**config.mk**
```make
export PLATFORM = sky130hd
export DESIGN_NAME = bpwc_top
export DESIGN_NICKNAME = d
export VERILOG_FILES = /design/src/bpwc_pkg.sv /design/src/bpwc_store.sv /design/src/bpwc_top.sv
export VERILOG_INCLUDE_DIRS = /design/src /design/src/src
export SDC_FILE = /design/constraint.sdc
export NUM_CORES = 1
export LEC_CHECK = 0
export ABC_AREA = 1
export BUFFER_PORTS_ARGS = -buffer_cell sky130_fd_sc_hd__buf_2
export CAP_MARGIN = 20
export CORE_AREA = 2 2 274 276
export DETAILED_ROUTE_END_ITERATION = 8
export DIE_AREA = 0 0 276 278
export GPL_ROUTABILITY_DRIVEN = 0
export GPL_TIMING_DRIVEN = 0
export MAX_ROUTING_LAYER = met4
export PLACE_DENSITY = 0.8
export REMOVE_ABC_BUFFERS = 1
export SYNTH_ARGS = -nofsm -noshare
export SYNTH_HDL_FRONTEND = slang
export SYNTH_SLANG_ARGS = --single-unit
```
**constraint.sdc**
```tcl
create_clock -name clk -period 4.7 [get_ports clk]
set_input_delay 0.94 -clock clk [delete_from_list [all_inputs] [get_ports clk]]
set_output_delay 0.94 -clock clk [all_outputs]
set_load 0.05 [all_outputs]
```
**src/bpwc_defines.svh**
```systemverilog
`ifndef BPWC_DEFINES_SVH
`define BPWC_DEFINES_SVH
// ==========================================================
// register offsets inside one counter window
`define BPWC_CTRL 6'h00
`define BPWC_CMD 6'h04
`define BPWC_LOAD 6'h08
`define BPWC_BUFLEN 6'h0C
`define BPWC_COUNT 6'h10
`define BPWC_STATUS 6'h14
`define BPWC_POINTS 6'h18
`define BPWC_DATA 6'h1C
// address bit choosing counter zero or counter one
`define BPWC_CH_BIT 6
// ==========================================================
// control word fields
`define BPWC_F_MODE 2:0
`define BPWC_F_EDGE 3
`define BPWC_F_GLVL 4
`define BPWC_F_TB 6:5
`define BPWC_F_SRC 11:8
`define BPWC_F_GATE 15:12
// command bits
`define BPWC_C_ARM 0
`define BPWC_C_DISARM 1
// status bits
`define BPWC_S_ARMED 0
`define BPWC_S_TC 1
`define BPWC_S_DONE 2
`define BPWC_S_OUT 3
`define BPWC_S_CMPL 4
// ==========================================================
// reset values
`define BPWC_GATE0_RST 4'h9
`define BPWC_GATE1_RST 4'h4
`define BPWC_LOAD_RST 24'h000001
`define BPWC_BUFLEN_RST 8'h10
// ==========================================================
// timing
`define BPWC_CNT_W 24
`define BPWC_CLK_HZ 40000000
`define BPWC_FAST_HZ 20000000
`define BPWC_SLOW_HZ 100000
`define BPWC_FAST_HALF (`BPWC_CLK_HZ / (2 * `BPWC_FAST_HZ))
`define BPWC_SLOW_HALF (`BPWC_CLK_HZ / (2 * `BPWC_SLOW_HZ))
`endif

```
**src/bpwc_pkg.sv**
```systemverilog
package bpwc_pkg;
    // ======================================================
    // counter applications
    typedef enum logic [2:0] {
        BPWC_M_BUF_WIDTH = 3'h0,
        BPWC_M_ONE_WIDTH = 3'h1,
        BPWC_M_TRAIN = 3'h2,
        BPWC_M_TRIG = 3'h3,
        BPWC_M_RETRIG = 3'h4
    } bpwc_mode_t;
    // timebase choices
    typedef enum logic [1:0] {
        BPWC_TB_FAST = 2'h0,
        BPWC_TB_SLOW = 2'h1,
        BPWC_TB_PIN = 2'h2,
        BPWC_TB_PARTNER = 2'h3
    } bpwc_tb_t;
    // counter arm state, one-hot
    typedef enum logic [1:0] {
        BPWC_IDLE = 2'h1,
        BPWC_ARMED = 2'h2
    } bpwc_state_t;
endpackage

```
**src/bpwc_store.sv**
```systemverilog
`timescale 1ns/100ps
// ==========================================================
// sample store: fills once after arming, drained by reads
module bpwc_store #(
    parameter int W = 24,
    parameter int DEPTH = 16,
    parameter int PW = $clog2(DEPTH) + 1
) (
    // clock and reset
    input wire logic clk,
    input wire logic arst_n,
    // fill side
    input wire logic clr,
    input wire logic wr_en,
    input wire logic [W-1:0] wr_data,
    // drain side
    input wire logic rd_en,
    output logic [W-1:0] rd_data,
    output logic [PW-1:0] filled,
    output logic [PW-1:0] avail
);
    localparam int AW = $clog2(DEPTH);
    localparam logic [PW-1:0] FULL = PW'(DEPTH);
    logic [W-1:0] mem [DEPTH];
    logic [PW-1:0] wr_reg;
    logic [PW-1:0] rd_reg;
    wire do_wr = wr_en & (wr_reg != FULL);
    wire do_rd = rd_en & (avail != '0);

    assign filled = wr_reg;
    assign avail = wr_reg - rd_reg;
    assign rd_data = mem[rd_reg[AW-1:0]];

    // pointers never wrap: the store is refilled only after a new arm
    always_ff @(posedge clk or negedge arst_n) begin
        if (!arst_n) begin
            wr_reg <= '0;
            rd_reg <= '0;
        end else if (clr) begin
            wr_reg <= '0;
            rd_reg <= '0;
        end else begin
            wr_reg <= wr_reg + PW'(do_wr);
            rd_reg <= rd_reg + PW'(do_rd);
        end
    end

    // storage itself needs no reset
    always_ff @(posedge clk) begin
        if (do_wr) begin
            mem[wr_reg[AW-1:0]] <= wr_data;
        end
    end
endmodule

```
**src/bpwc_top.sv**
```systemverilog
// Added by the designer: the Avalon-MM interface to the registers and the register addresses.
`timescale 1ns/100ps
`include "bpwc_defines.svh"
module bpwc_top #(
    parameter int NPIN = 10,
    parameter int DEPTH = 16,
    parameter int CW = `BPWC_CNT_W
) (
    // clock and reset
    input wire logic clk,
    input wire logic arst_n,
    // avalon-mm slave
    input wire logic [7:0] avs_address,
    input wire logic avs_read,
    input wire logic avs_write,
    input wire logic [31:0] avs_writedata,
    input wire logic [3:0] avs_byteenable,
    output logic [31:0] avs_readdata,
    output logic avs_waitrequest,
    // programmable function input pins
    input wire logic [NPIN-1:0] programmable_function_input,
    // counter outputs
    output logic [1:0] ctr_out
);
    localparam int PW = $clog2(DEPTH) + 1;
    localparam logic [7:0] FAST_HALF = 8'(`BPWC_FAST_HALF);
    localparam logic [7:0] SLOW_HALF = 8'(`BPWC_SLOW_HALF);
    localparam logic [8:0] DEPTH9 = 9'(DEPTH);

    // ======================================================
    // pin synchronisers
    logic [NPIN-1:0] fin_s1_reg;
    logic [NPIN-1:0] fin_s2_reg;
    wire [15:0] fin_ext = 16'(fin_s2_reg);

    always_ff @(posedge clk or negedge arst_n) begin
        if (!arst_n) begin
            fin_s1_reg <= '0;
            fin_s2_reg <= '0;
        end else begin
            fin_s1_reg <= programmable_function_input;
            fin_s2_reg <= fin_s1_reg;
        end
    end

    // ======================================================
    // internal timebases, square waves derived from clk
    logic [7:0] fast_div_reg;
    logic [7:0] slow_div_reg;
    logic fast_lvl_reg;
    logic slow_lvl_reg;
    wire fast_wrap = fast_div_reg == FAST_HALF - 8'h01;
    wire slow_wrap = slow_div_reg == SLOW_HALF - 8'h01;

    // fast level toggles every cycle: a rising edge every 50 ns
    always_ff @(posedge clk or negedge arst_n) begin
        if (!arst_n) begin
            fast_div_reg <= 8'h00;
            slow_div_reg <= 8'h00;
            fast_lvl_reg <= 1'b0;
            slow_lvl_reg <= 1'b0;
        end else begin
            fast_div_reg <= fast_wrap ? 8'h00 : fast_div_reg + 8'h01;
            fast_lvl_reg <= fast_lvl_reg ^ fast_wrap;
            slow_div_reg <= slow_wrap ? 8'h00 : slow_div_reg + 8'h01;
            slow_lvl_reg <= slow_lvl_reg ^ slow_wrap;
        end
    end

    // ======================================================
    // bus slave: one wait cycle, then the request is accepted
    logic ack_reg;
    logic [31:0] rdata_reg;
    logic [31:0] ch_rd [2];
    wire req = avs_read | avs_write;
    wire acc = req & ack_reg;
    wire bus_ch = avs_address[`BPWC_CH_BIT];
    wire [5:0] off = avs_address[5:0];
    wire hi_addr = avs_address[7];
    wire [31:0] be_mask = {{8{avs_byteenable[3]}}, {8{avs_byteenable[2]}},
                           {8{avs_byteenable[1]}}, {8{avs_byteenable[0]}}};
    wire [31:0] rd_mux = hi_addr ? 32'h0000_0000 : ch_rd[bus_ch];

    assign avs_waitrequest = req & ~ack_reg;
    assign avs_readdata = rdata_reg;

    // read data is captured in the wait cycle, before any pop
    always_ff @(posedge clk or negedge arst_n) begin
        if (!arst_n) begin
            ack_reg <= 1'b0;
            rdata_reg <= 32'h0000_0000;
        end else begin
            ack_reg <= req & ~ack_reg;
            if (avs_read & ~ack_reg) begin
                rdata_reg <= rd_mux;
            end
        end
    end

    // ======================================================
    // counter state, one slot per counter
    logic [31:0] ctrl_reg [2];
    logic [CW-1:0] load_reg [2];
    logic [7:0] buflen_reg [2];
    logic [CW-1:0] cnt_reg [2];
    bpwc_pkg::bpwc_state_t st_reg [2];
    logic [1:0] tc_reg;
    logic [1:0] done_reg;
    logic [1:0] out_reg;
    logic [1:0] cmpl_reg;
    logic [1:0] first_reg;
    logic [1:0] gprev_reg;
    logic [1:0] tprev_reg;
    logic [1:0] tc_evt_reg;

    assign ctr_out = out_reg;

    genvar g;
    for (g = 0; g < 2; g++) begin : gen_ctr
        localparam logic [3:0] GATE_RST =
            (g == 0) ? `BPWC_GATE0_RST : `BPWC_GATE1_RST;
        localparam logic [31:0] CTRL_RST =
            {16'h0000, GATE_RST, 12'h000};
        wire [31:0] cfg = ctrl_reg[g];
        wire [CW-1:0] cnt = cnt_reg[g];
        wire bpwc_pkg::bpwc_mode_t mode =
            bpwc_pkg::bpwc_mode_t'(cfg[`BPWC_F_MODE]);
        wire bpwc_pkg::bpwc_tb_t tbs =
            bpwc_pkg::bpwc_tb_t'(cfg[`BPWC_F_TB]);
        wire m_buf = mode == bpwc_pkg::BPWC_M_BUF_WIDTH;
        wire m_one = mode == bpwc_pkg::BPWC_M_ONE_WIDTH;
        wire m_train = mode == bpwc_pkg::BPWC_M_TRAIN;
        wire m_retrig = mode == bpwc_pkg::BPWC_M_RETRIG;
        wire m_pulse = m_retrig | (mode == bpwc_pkg::BPWC_M_TRIG);
        wire armed = st_reg[g] == bpwc_pkg::BPWC_ARMED;

        // timebase selection and edge choice
        wire tb_pin = fin_ext[cfg[`BPWC_F_SRC]];
        wire tb_lvl = (tbs == bpwc_pkg::BPWC_TB_FAST) ? fast_lvl_reg :
                      (tbs == bpwc_pkg::BPWC_TB_SLOW) ? slow_lvl_reg :
                      (tbs == bpwc_pkg::BPWC_TB_PIN) ? tb_pin :
                      tc_evt_reg[1-g];
        wire tick = cfg[`BPWC_F_EDGE] ? (tprev_reg[g] & ~tb_lvl) :
                    (~tprev_reg[g] & tb_lvl);

        // gate polarity folded in, so the rest sees active pulses
        wire g_act = fin_ext[cfg[`BPWC_F_GATE]] ^ cfg[`BPWC_F_GLVL];
        wire g_rise = g_act & ~gprev_reg[g];
        wire g_fall = ~g_act & gprev_reg[g];

        // register decode for this counter
        wire sel = acc & ~hi_addr & (bus_ch == 1'(g));
        wire wr = sel & avs_write;
        wire wcmd = wr & (off == `BPWC_CMD) & avs_byteenable[0];
        wire do_arm = wcmd & avs_writedata[`BPWC_C_ARM];
        wire do_dis = wcmd & avs_writedata[`BPWC_C_DISARM];
        wire st_rd = sel & avs_read & (off == `BPWC_STATUS);
        wire pop = sel & avs_read & (off == `BPWC_DATA);
        wire [31:0] wmerge = (avs_writedata & be_mask);

        // counting and measurement events
        wire hit = tick & (cnt == load_reg[g]);
        wire fire = armed & m_pulse & g_rise & (m_retrig | ~out_reg[g]);
        wire end_p = armed & m_pulse & out_reg[g] & hit & ~fire;
        wire tc_hit = armed & m_train & hit;
        wire run = m_buf ? (first_reg[g] | g_act) :
                   m_one ? g_act :
                   m_train ? 1'b1 : out_reg[g];
        wire inc = armed & tick & run;
        wire ovf = inc & (&cnt);
        wire meas_end = armed & (m_buf | m_one) & g_fall;
        wire push = meas_end & m_buf;
        wire [PW-1:0] filled;
        wire [PW-1:0] avail;
        wire [CW-1:0] sdata;
        wire [8:0] fill9 = 9'(filled) + 9'h001;
        wire buf_last = push & ((fill9 >= 9'(buflen_reg[g])) |
                        (fill9 >= DEPTH9));
        wire stop = buf_last | (meas_end & m_one) |
                    (end_p & ~m_retrig);
        wire restart = push | fire | tc_hit | end_p;

        // next values
        wire [CW-1:0] cnt_next = do_arm ? '0 : restart ? '0 :
                                 inc ? cnt + 1'b1 : cnt;
        // arm state: disarm beats arm, arm beats a stop in the same cycle
        bpwc_pkg::bpwc_state_t st_next;
        always_comb begin
            st_next = st_reg[g];
            case (st_reg[g])
                bpwc_pkg::BPWC_IDLE: begin
                    if (do_arm & ~do_dis) begin
                        st_next = bpwc_pkg::BPWC_ARMED;
                    end
                end
                bpwc_pkg::BPWC_ARMED: begin
                    if (do_dis | (stop & ~do_arm)) begin
                        st_next = bpwc_pkg::BPWC_IDLE;
                    end
                end
                default: begin
                    st_next = bpwc_pkg::BPWC_IDLE;
                end
            endcase
        end
        wire first_next = do_arm | (first_reg[g] & ~meas_end);
        wire tc_next = ~do_arm & (ovf | tc_hit | tc_reg[g]);
        // a pulse end in the clearing read cycle stays reported
        wire done_next = end_p | (done_reg[g] & ~st_rd & ~do_arm);
        wire out_next = do_arm ? 1'b0 : tc_hit ? ~out_reg[g] :
                        fire ? 1'b1 : end_p ? 1'b0 : out_reg[g];
        wire cmpl_next = ~do_arm &
                         ((meas_end & m_one) | cmpl_reg[g]);
        wire [31:0] ctrl_next = (wr & (off == `BPWC_CTRL)) ?
                                ((cfg & ~be_mask) | wmerge) : cfg;
        wire [31:0] load_w = (32'(load_reg[g]) & ~be_mask) | wmerge;
        wire [31:0] blen_w = (32'(buflen_reg[g]) & ~be_mask) | wmerge;

        // status word for software
        logic [31:0] stat;
        always_comb begin
            stat = 32'h0000_0000;
            stat[`BPWC_S_ARMED] = armed;
            stat[`BPWC_S_TC] = tc_reg[g];
            stat[`BPWC_S_DONE] = done_reg[g];
            stat[`BPWC_S_OUT] = out_reg[g];
            stat[`BPWC_S_CMPL] = cmpl_reg[g];
        end

        // read selection, unmapped offsets read as zero
        assign ch_rd[g] =
            (off == `BPWC_CTRL) ? cfg :
            (off == `BPWC_LOAD) ? 32'(load_reg[g]) :
            (off == `BPWC_BUFLEN) ? 32'(buflen_reg[g]) :
            (off == `BPWC_COUNT) ? 32'(cnt) :
            (off == `BPWC_STATUS) ? stat :
            (off == `BPWC_POINTS) ? 32'(avail) :
            (off == `BPWC_DATA) ? 32'(sdata) : 32'h0000_0000;

        // software-written configuration
        always_ff @(posedge clk or negedge arst_n) begin
            if (!arst_n) begin
                ctrl_reg[g] <= CTRL_RST;
                load_reg[g] <= `BPWC_LOAD_RST;
                buflen_reg[g] <= `BPWC_BUFLEN_RST;
            end else begin
                ctrl_reg[g] <= ctrl_next;
                if (wr & (off == `BPWC_LOAD)) begin
                    load_reg[g] <= load_w[CW-1:0];
                end
                if (wr & (off == `BPWC_BUFLEN)) begin
                    buflen_reg[g] <= blen_w[7:0];
                end
            end
        end

        // counter core state
        always_ff @(posedge clk or negedge arst_n) begin
            if (!arst_n) begin
                cnt_reg[g] <= '0;
                st_reg[g] <= bpwc_pkg::BPWC_IDLE;
                tc_reg[g] <= 1'b0;
                done_reg[g] <= 1'b0;
                out_reg[g] <= 1'b0;
                cmpl_reg[g] <= 1'b0;
                first_reg[g] <= 1'b0;
                gprev_reg[g] <= 1'b0;
                tprev_reg[g] <= 1'b0;
                tc_evt_reg[g] <= 1'b0;
            end else begin
                cnt_reg[g] <= cnt_next;
                st_reg[g] <= st_next;
                tc_reg[g] <= tc_next;
                done_reg[g] <= done_next;
                out_reg[g] <= out_next;
                cmpl_reg[g] <= cmpl_next;
                first_reg[g] <= first_next;
                gprev_reg[g] <= g_act;
                tprev_reg[g] <= tb_lvl;
                tc_evt_reg[g] <= tc_hit;
            end
        end

        // buffer of measured widths; software drains it after disarm
        bpwc_store #(
            .W(CW),
            .DEPTH(DEPTH),
            .PW(PW)
        ) u_store (
            .clk(clk),
            .arst_n(arst_n),
            .clr(do_arm),
            .wr_en(push),
            .wr_data(cnt),
            .rd_en(pop),
            .rd_data(sdata),
            .filled(filled),
            .avail(avail)
        );
    end
endmodule

```
Yosys cells after proc, flatten, opt, wreduce, memory -nomap -nowiden

Memories as Yosys holds them, arrays and structs flattened.
Index checks and enable logic that the tools add are counted.

Flip-flop bits (word level): 287
RAM bits: 768
Bits of input ports: 58
Output and inout bits: 35
Word-level logic and storage cells: 346
Memories: 2

$add $sub $neg: 12
$lt $le $gt $ge: 9
Equality and inequality tests: 32
Multiplexer cells: 70
Bitwise logic cells: 167
Reductions and logical operators: 16

Memory list:

| memory                 | depth | width | read ports | clocked after Yosys merged registers in | wr ports | RTL line         | text |
|---|---|---|---|---|---|---|---|
| gen_ctr[0].u_store.mem | 16    | 24    | 1          | 0                                       | 1        | bpwc_store.sv:24 | `logic [W-1:0] mem [DEPTH];` |
| gen_ctr[1].u_store.mem | 16    | 24    | 1          | 0                                       | 1        | bpwc_store.sv:24 |  |

Operator list:

| operator              | number |
|---|---|
| $mux 24               | 18 |
| $mux 32               | 6 |
| $and 32x32->32        | 3 |
| $and 1x1->1           | 90 |
| $or 32x32->32         | 2 |
| $add 24x1->24 const B | 2 |
| $and 24x24->24        | 2 |
| $eq 24x24->1          | 2 |
| $or 24x24->24         | 2 |
| $reduce_and 24->1     | 2 |
| $or 1x1->1            | 33 |
| $not 32->32           | 1 |
| $mux 1                | 30 |
| $not 1->1             | 25 |
| $eq 6x5->1 const B    | 4 |
| $add 5x1->5           | 4 |
| $lt 4x5->1 const B    | 4 |
| $mux 5                | 4 |
| $add 8x1->8 const B   | 2 |
| $and 8x8->8           | 2 |
| $bmux 1 s4            | 4 |
| $ge 6x8->1            | 2 |
| $mux 8                | 2 |
| $or 8x8->8            | 2 |
| other kinds (27)      | 58 |

Depth between registers and ports, before layout

Depth in word-level cells: 17
Gate-level depth with buffers: 22
Depth with buffers taken out: 21

Cells and area by module

From an unflattened synthesis, not the netlist that was laid out.

Cells, all modules: 4753
Area, all modules: 47600.7 um2

Modules (own cells, without submodules):

| module                           | instances | cells an instance | area each (um2) | seq. area each (um2) |
|---|---|---|---|---|
| bpwc_store at gen_ctr[1].u_store | 1         | 1555              | 16686.0         | 11781.3 |
| bpwc_store at gen_ctr[0].u_store | 1         | 1294              | 15880.2         | 11781.3 |
| bpwc_top                         | 1         | 1904              | 15034.4         | 6692.7 |

Least setup slack after synthesis

OpenSTA, ideal clock, no wires.

Path kind: flip-flop to flip-flop
From: reg with a tool-made name
To: mem gen_ctr[0].u_store.mem[11][0] (enable)
Setup time: 0.435 ns
Arrival time: 3.355 ns
Data required time: 4.265 ns
Path slack: 0.910 ns
Stages on the path, launching flop included: 14
Cells stage by stage: dfstp_2 > buf_6 > inv_2 > nand2_1 > nand3_1 > nand3_1 > nand3_1 > nand3_1 > nand2_2 > nor2_1 > nand2_2 > a31oi_4 > inv_1 > nor3_1

RTL lines:

| what             | RTL line |
|---|---|
| end: declaration | bpwc_store.sv:24 |

Worst setup path after layout

From: reg gen_ctr[0].u_store.rd_reg[1]
To: reg gen_ctr[0].u_store.rd_reg[4]

Cells in the longest elaborated chain, start to end: 5

RTL lines:

| what                     | RTL line         | text |
|---|---|---|
| start: declaration       | bpwc_store.sv:26 | `logic [PW-1:0] rd_reg;` |
| start signal: assignment | bpwc_store.sv:44 | `rd_reg <= rd_reg + PW'(do_rd);` |
| $sub 5x5->5              | bpwc_store.sv:31 | `assign avail = wr_reg - rd_reg;` |
| $reduce_bool 5->1        | bpwc_store.sv:28 | `wire do_rd = rd_en & (avail != '0);` |
| $and 1x1->1              | bpwc_store.sv:28 |  |
| $add 5x1->5 *            | bpwc_store.sv:44 |  |
| $mux 5 *                 | bpwc_store.sv:39 | `end else if (clr) begin` |

Mark *: on every way between the ends. The rest lies on a longest branch, timed or not.
A chain may end at the register's enable or synchronous reset.

==> impl_metrics.csv <==
group,metric,value,unit
run_status,run_status,"complete, no violations",
synthesis,async_flop_share,0.272,
drt,wirelength,127000,um
pwr,ir_worst_vdd,0.000461,V
floorplanning,die_w,276,um
placement,post-place-ws,0.426,ns
clock_network,cts_buffers,102,
final_layout,fin_area,52000,um2
clock_network,cts_tree,"done",
floorplanning,dieArea,76700,um2
setup_path,r2r_start,"gen_ctr[0].u_store.rd_reg[1]",
setup_path,r2r-end,"gen_ctr[0].u_store.rd_reg[4]",
drt,vias,34400,
drt,drtIter0Drc,4880,
timing,setup_viol_count_final,0,
drt,dr.pass1.iters,6,
drt,drc,0,
setup_path,arrival,4.83,ns
final_layout,nFillCells,4927,
clock_network,cts_max_level,3,
grt,grt_pass1_wl,190000,um
final_layout,area_growth,12.5,%
drt,post_drt_wl_per_cell,23.3,um
clock_network,cts_buffer_depth,3,
synthesis,synthCells,4363,
clock_network,clk_latency,0.69,ns
setup_path,cp-end-kind,"flop",
timing,worst_pin_slew,1.17,ns
setup_path,rrSetupSlack,0.49,ns
timing,rsz0062_at_grt,"no",
clock_network,cts_setup_buffers,0,
final_layout,layout-drive-gt1-share,0.102,
placement,numPortBuffers,92,
synthesis,avgSynthCellArea,10.6,um2
synthesis,ys_ff_latch,1055,
setup_path,rr_worst_depth,12,
pwr,combPwrFrac,0.030,
timing,maxSlewHeadroom,0.222,
synthesis,yosysWarnings,0,
floorplanning,ios,93,
synthesis,netlist_top_cells_area,"edfxtp_1 50%, dfrtp_1 15%, nand2_1 6.3%, o21ai_0 6.0%, nor2_1 4.3%",
floorplanning,start_util,0.627,
synthesis,netlist.area_leader.share,0.499,
placement,placed_area,48400,um2
pwr,p_leak,18.6,nW
setup_path,path_class,"reg2reg",
synthesis,ys.flop_type,"edfxtp_1",
run,cap_violations,0,
placement,dp_hpwl,76400,um
pwr,internal-power,15.1,mW
timing,finalCritPeriodShare,0.895,
floorplanning,core,73800,um2
timing,setup_slack,0.493,ns
floorplanning,die_h,278,um
grt,grt_start_max_net_pins,130,
synthesis,netlist_area,46300,um2
drt,via_per_inst,6.31,
final_layout,layout.nets,4486,
clock_network,clock-sinks,1055,
timing,period_needed,4.21,ns
pwr,total_switching_power,4.10,mW
grt,grt_use_total,0.336,
floorplanning,row_count,100,
setup_path,slowest_delay,1.06,ns
grt,antenna_found_initial,5,
setup_path,startpoint_type,"flop",
pwr,p_seq_frac,0.519,
synthesis,synth_edf_count,768,
pwr,switching_share,0.213,
clock_network,path_clk_slew,0.06,ns
grt,grt_overflow,0,
synthesis,yosysSeqAreaShare,0.654,
setup_path,worstPathRequired,5.33,ns
pwr,pwr-share-clk,0.451,
setup_path,cp_cell_sequence,"inv_2, fa_1, nand3_1, nand2_1, xnor2_1, a211oi_1, ha_1, ha_1, nand3_1, xnor2_1, nand2_1, inv_1",
synthesis,synth_top_area_cell,"edfxtp_1",
timing,fmax,0.238,GHz
clock_network,cts-resized-gates,0,
timing,drv_slew,0,
drt,ant_nets,0,
setup_path,cp_max_fo,77,
setup_path,cp_slowest_cell,"dfrtp_4",
timing,clock_skew,0.0430,ns
clock_network,root_buffer,"clkbuf_16",
min_path,worstHoldPathType,"in2async",
timing,hold_viol,0,
clock_network,hold_buffers,0,
pwr,powerDensity,370,nW/um2
synthesis,synthDistinctLibCells,65,
grt,grt_pass1_vias,32900,
[per-stage QoR]
stage	utilization	cells	hold WS (ns)	total power, mW	TNS, ns
after global placement	0.635	5189	0.334	10.7	-1296.94
final	0.705	5447	0.175	19.2	0
after global routing	0.705	5447	0.200	19.6	0
after floorplan	-	4128	0.331	10.4	-82.94
after CTS	0.704	5442	0.173	19.2	0
after detailed placement	0.656	5249	0.335	10.7	0
[cell type report]
type	instances	area, um2	share of cell area
flip-flops and latches	1055	30300	0.582
multi-input cells	2765	14100	0.270
clock buffers	129	2770	0.0532
repair buffers	153	1710	0.0329
well taps	969	1210	0.0233
inverters	308	1180	0.0226
clock inverters	64	815	0.0157
diodes	4	10.0	0.000192
[Yosys cell counts (55+ instances only)]
library cell  instances
nand2_1             775
edfxtp_1            768
o21ai_0             557
nor2_1              532
inv_1               290
dfrtp_1             278
nand3_1             222
clkbuf_1            149
a21oi_1             144
o22ai_1              69
o211ai_1             67
xor2_1               62
nand4_1              60
buf_2                55
[per-layer routing]
layer	GRT usage	part of all wire	up-vias
li1	-	-	15200
met1	0.431	0.37	16400
met2	0.518	0.47	2269
met3	0.0578	0.11	450
met4	0.178	0.056	0
met5	-	0	-
[worst max-delay path, delay by kind of cell (launching register included)]
kind / cells / cell delay [ns]
AND/OR/NAND/NOR: 4 / 0.42
AO/OA/AOI/OAI: 1 / 0.32
XOR/XNOR: 2 / 0.40
flip-flops: 1 / 1.06
adder cells (fa/ha/maj): 3 / 1.13
buffers and inverters: 2 / 0.75
[cells in the final DEF, fill, tap and decap left out, drive strengths merged, types with 2 or more instances in the layout]
| cell type | count |
|---|---|
| nand2 | 787 |
| edfxtp | 768 |
| o21ai | 561 |
| nor2 | 558 |
| inv | 307 |
| dfrtp | 278 |
| nand3 | 230 |
| buf | 153 |
| a21oi | 145 |
| clkbuf | 129 |
| o22ai | 69 |
| o211ai | 67 |
| nand4 | 66 |
| xor2 | 62 |
| clkinv | 44 |
| ha | 41 |
| xnor2 | 36 |
| nor3 | 33 |
| o221ai | 29 |
| a31oi | 20 |
| bufinv | 16 |
| or2 | 11 |
| a32o | 10 |
| dfstp | 9 |
| nor4 | 9 |
| o21bai | 6 |
| clkinvlp | 5 |
| a211oi | 5 |
| diode | 4 |
| o2111ai | 2 |
| and3 | 2 |
| o21a | 2 |
| o221a | 2 |
| fa | 2 |
| nor3b | 2 |
[cells by family (layout without fill, tap and decap cells)]
logic type,Yosys count,after routing,share of synthesized area
compound gates,925,925,0.112
xor+xnor,98,98,0.0186
fa+ha+maj,43,43,0.0120
buf+inv,543,654,0.0473
flops,1055,1055,0.654
other cells,0,4,0
simple gates,1699,1699,0.156
[worst max path at each step]
| stage | startpoint | endpoint | slack, ns |
|---|---|---|---|
| after global routing | gen_ctr[0].u_store.rd_reg[1] | gen_ctr[0].u_store.rd_reg[4] | 0.31 |
| after floorplan | gen_ctr[1].u_store.rd_reg[0] | avs_readdata[23] | -3.29 |
| after CTS | gen_ctr[1].u_store.rd_reg[3] | gen_ctr[1].u_store.rd_reg[4] | 0.67 |
| final | gen_ctr[0].u_store.rd_reg[1] | gen_ctr[0].u_store.rd_reg[4] | 0.49 |
| after detailed placement | avs_address[1] | gen_ctr[0].u_store.rd_reg[4] | 0.43 |
| after global placement | gen_ctr[1].u_store.rd_reg[0] | avs_readdata[6] | -8.45 |
[power groups by stage]
stage	sequential [mW]	combinational, mW	clock, mW
global placement	10.2	0.498	0
CTS	9.98	0.564	8.68
detailed placement	10.2	0.560	0
finish	9.98	0.573	8.68
floorplan	10.2	0.209	0
global route	9.98	0.614	9.04
Note: power is estimated with default switching activity, not from simulation.
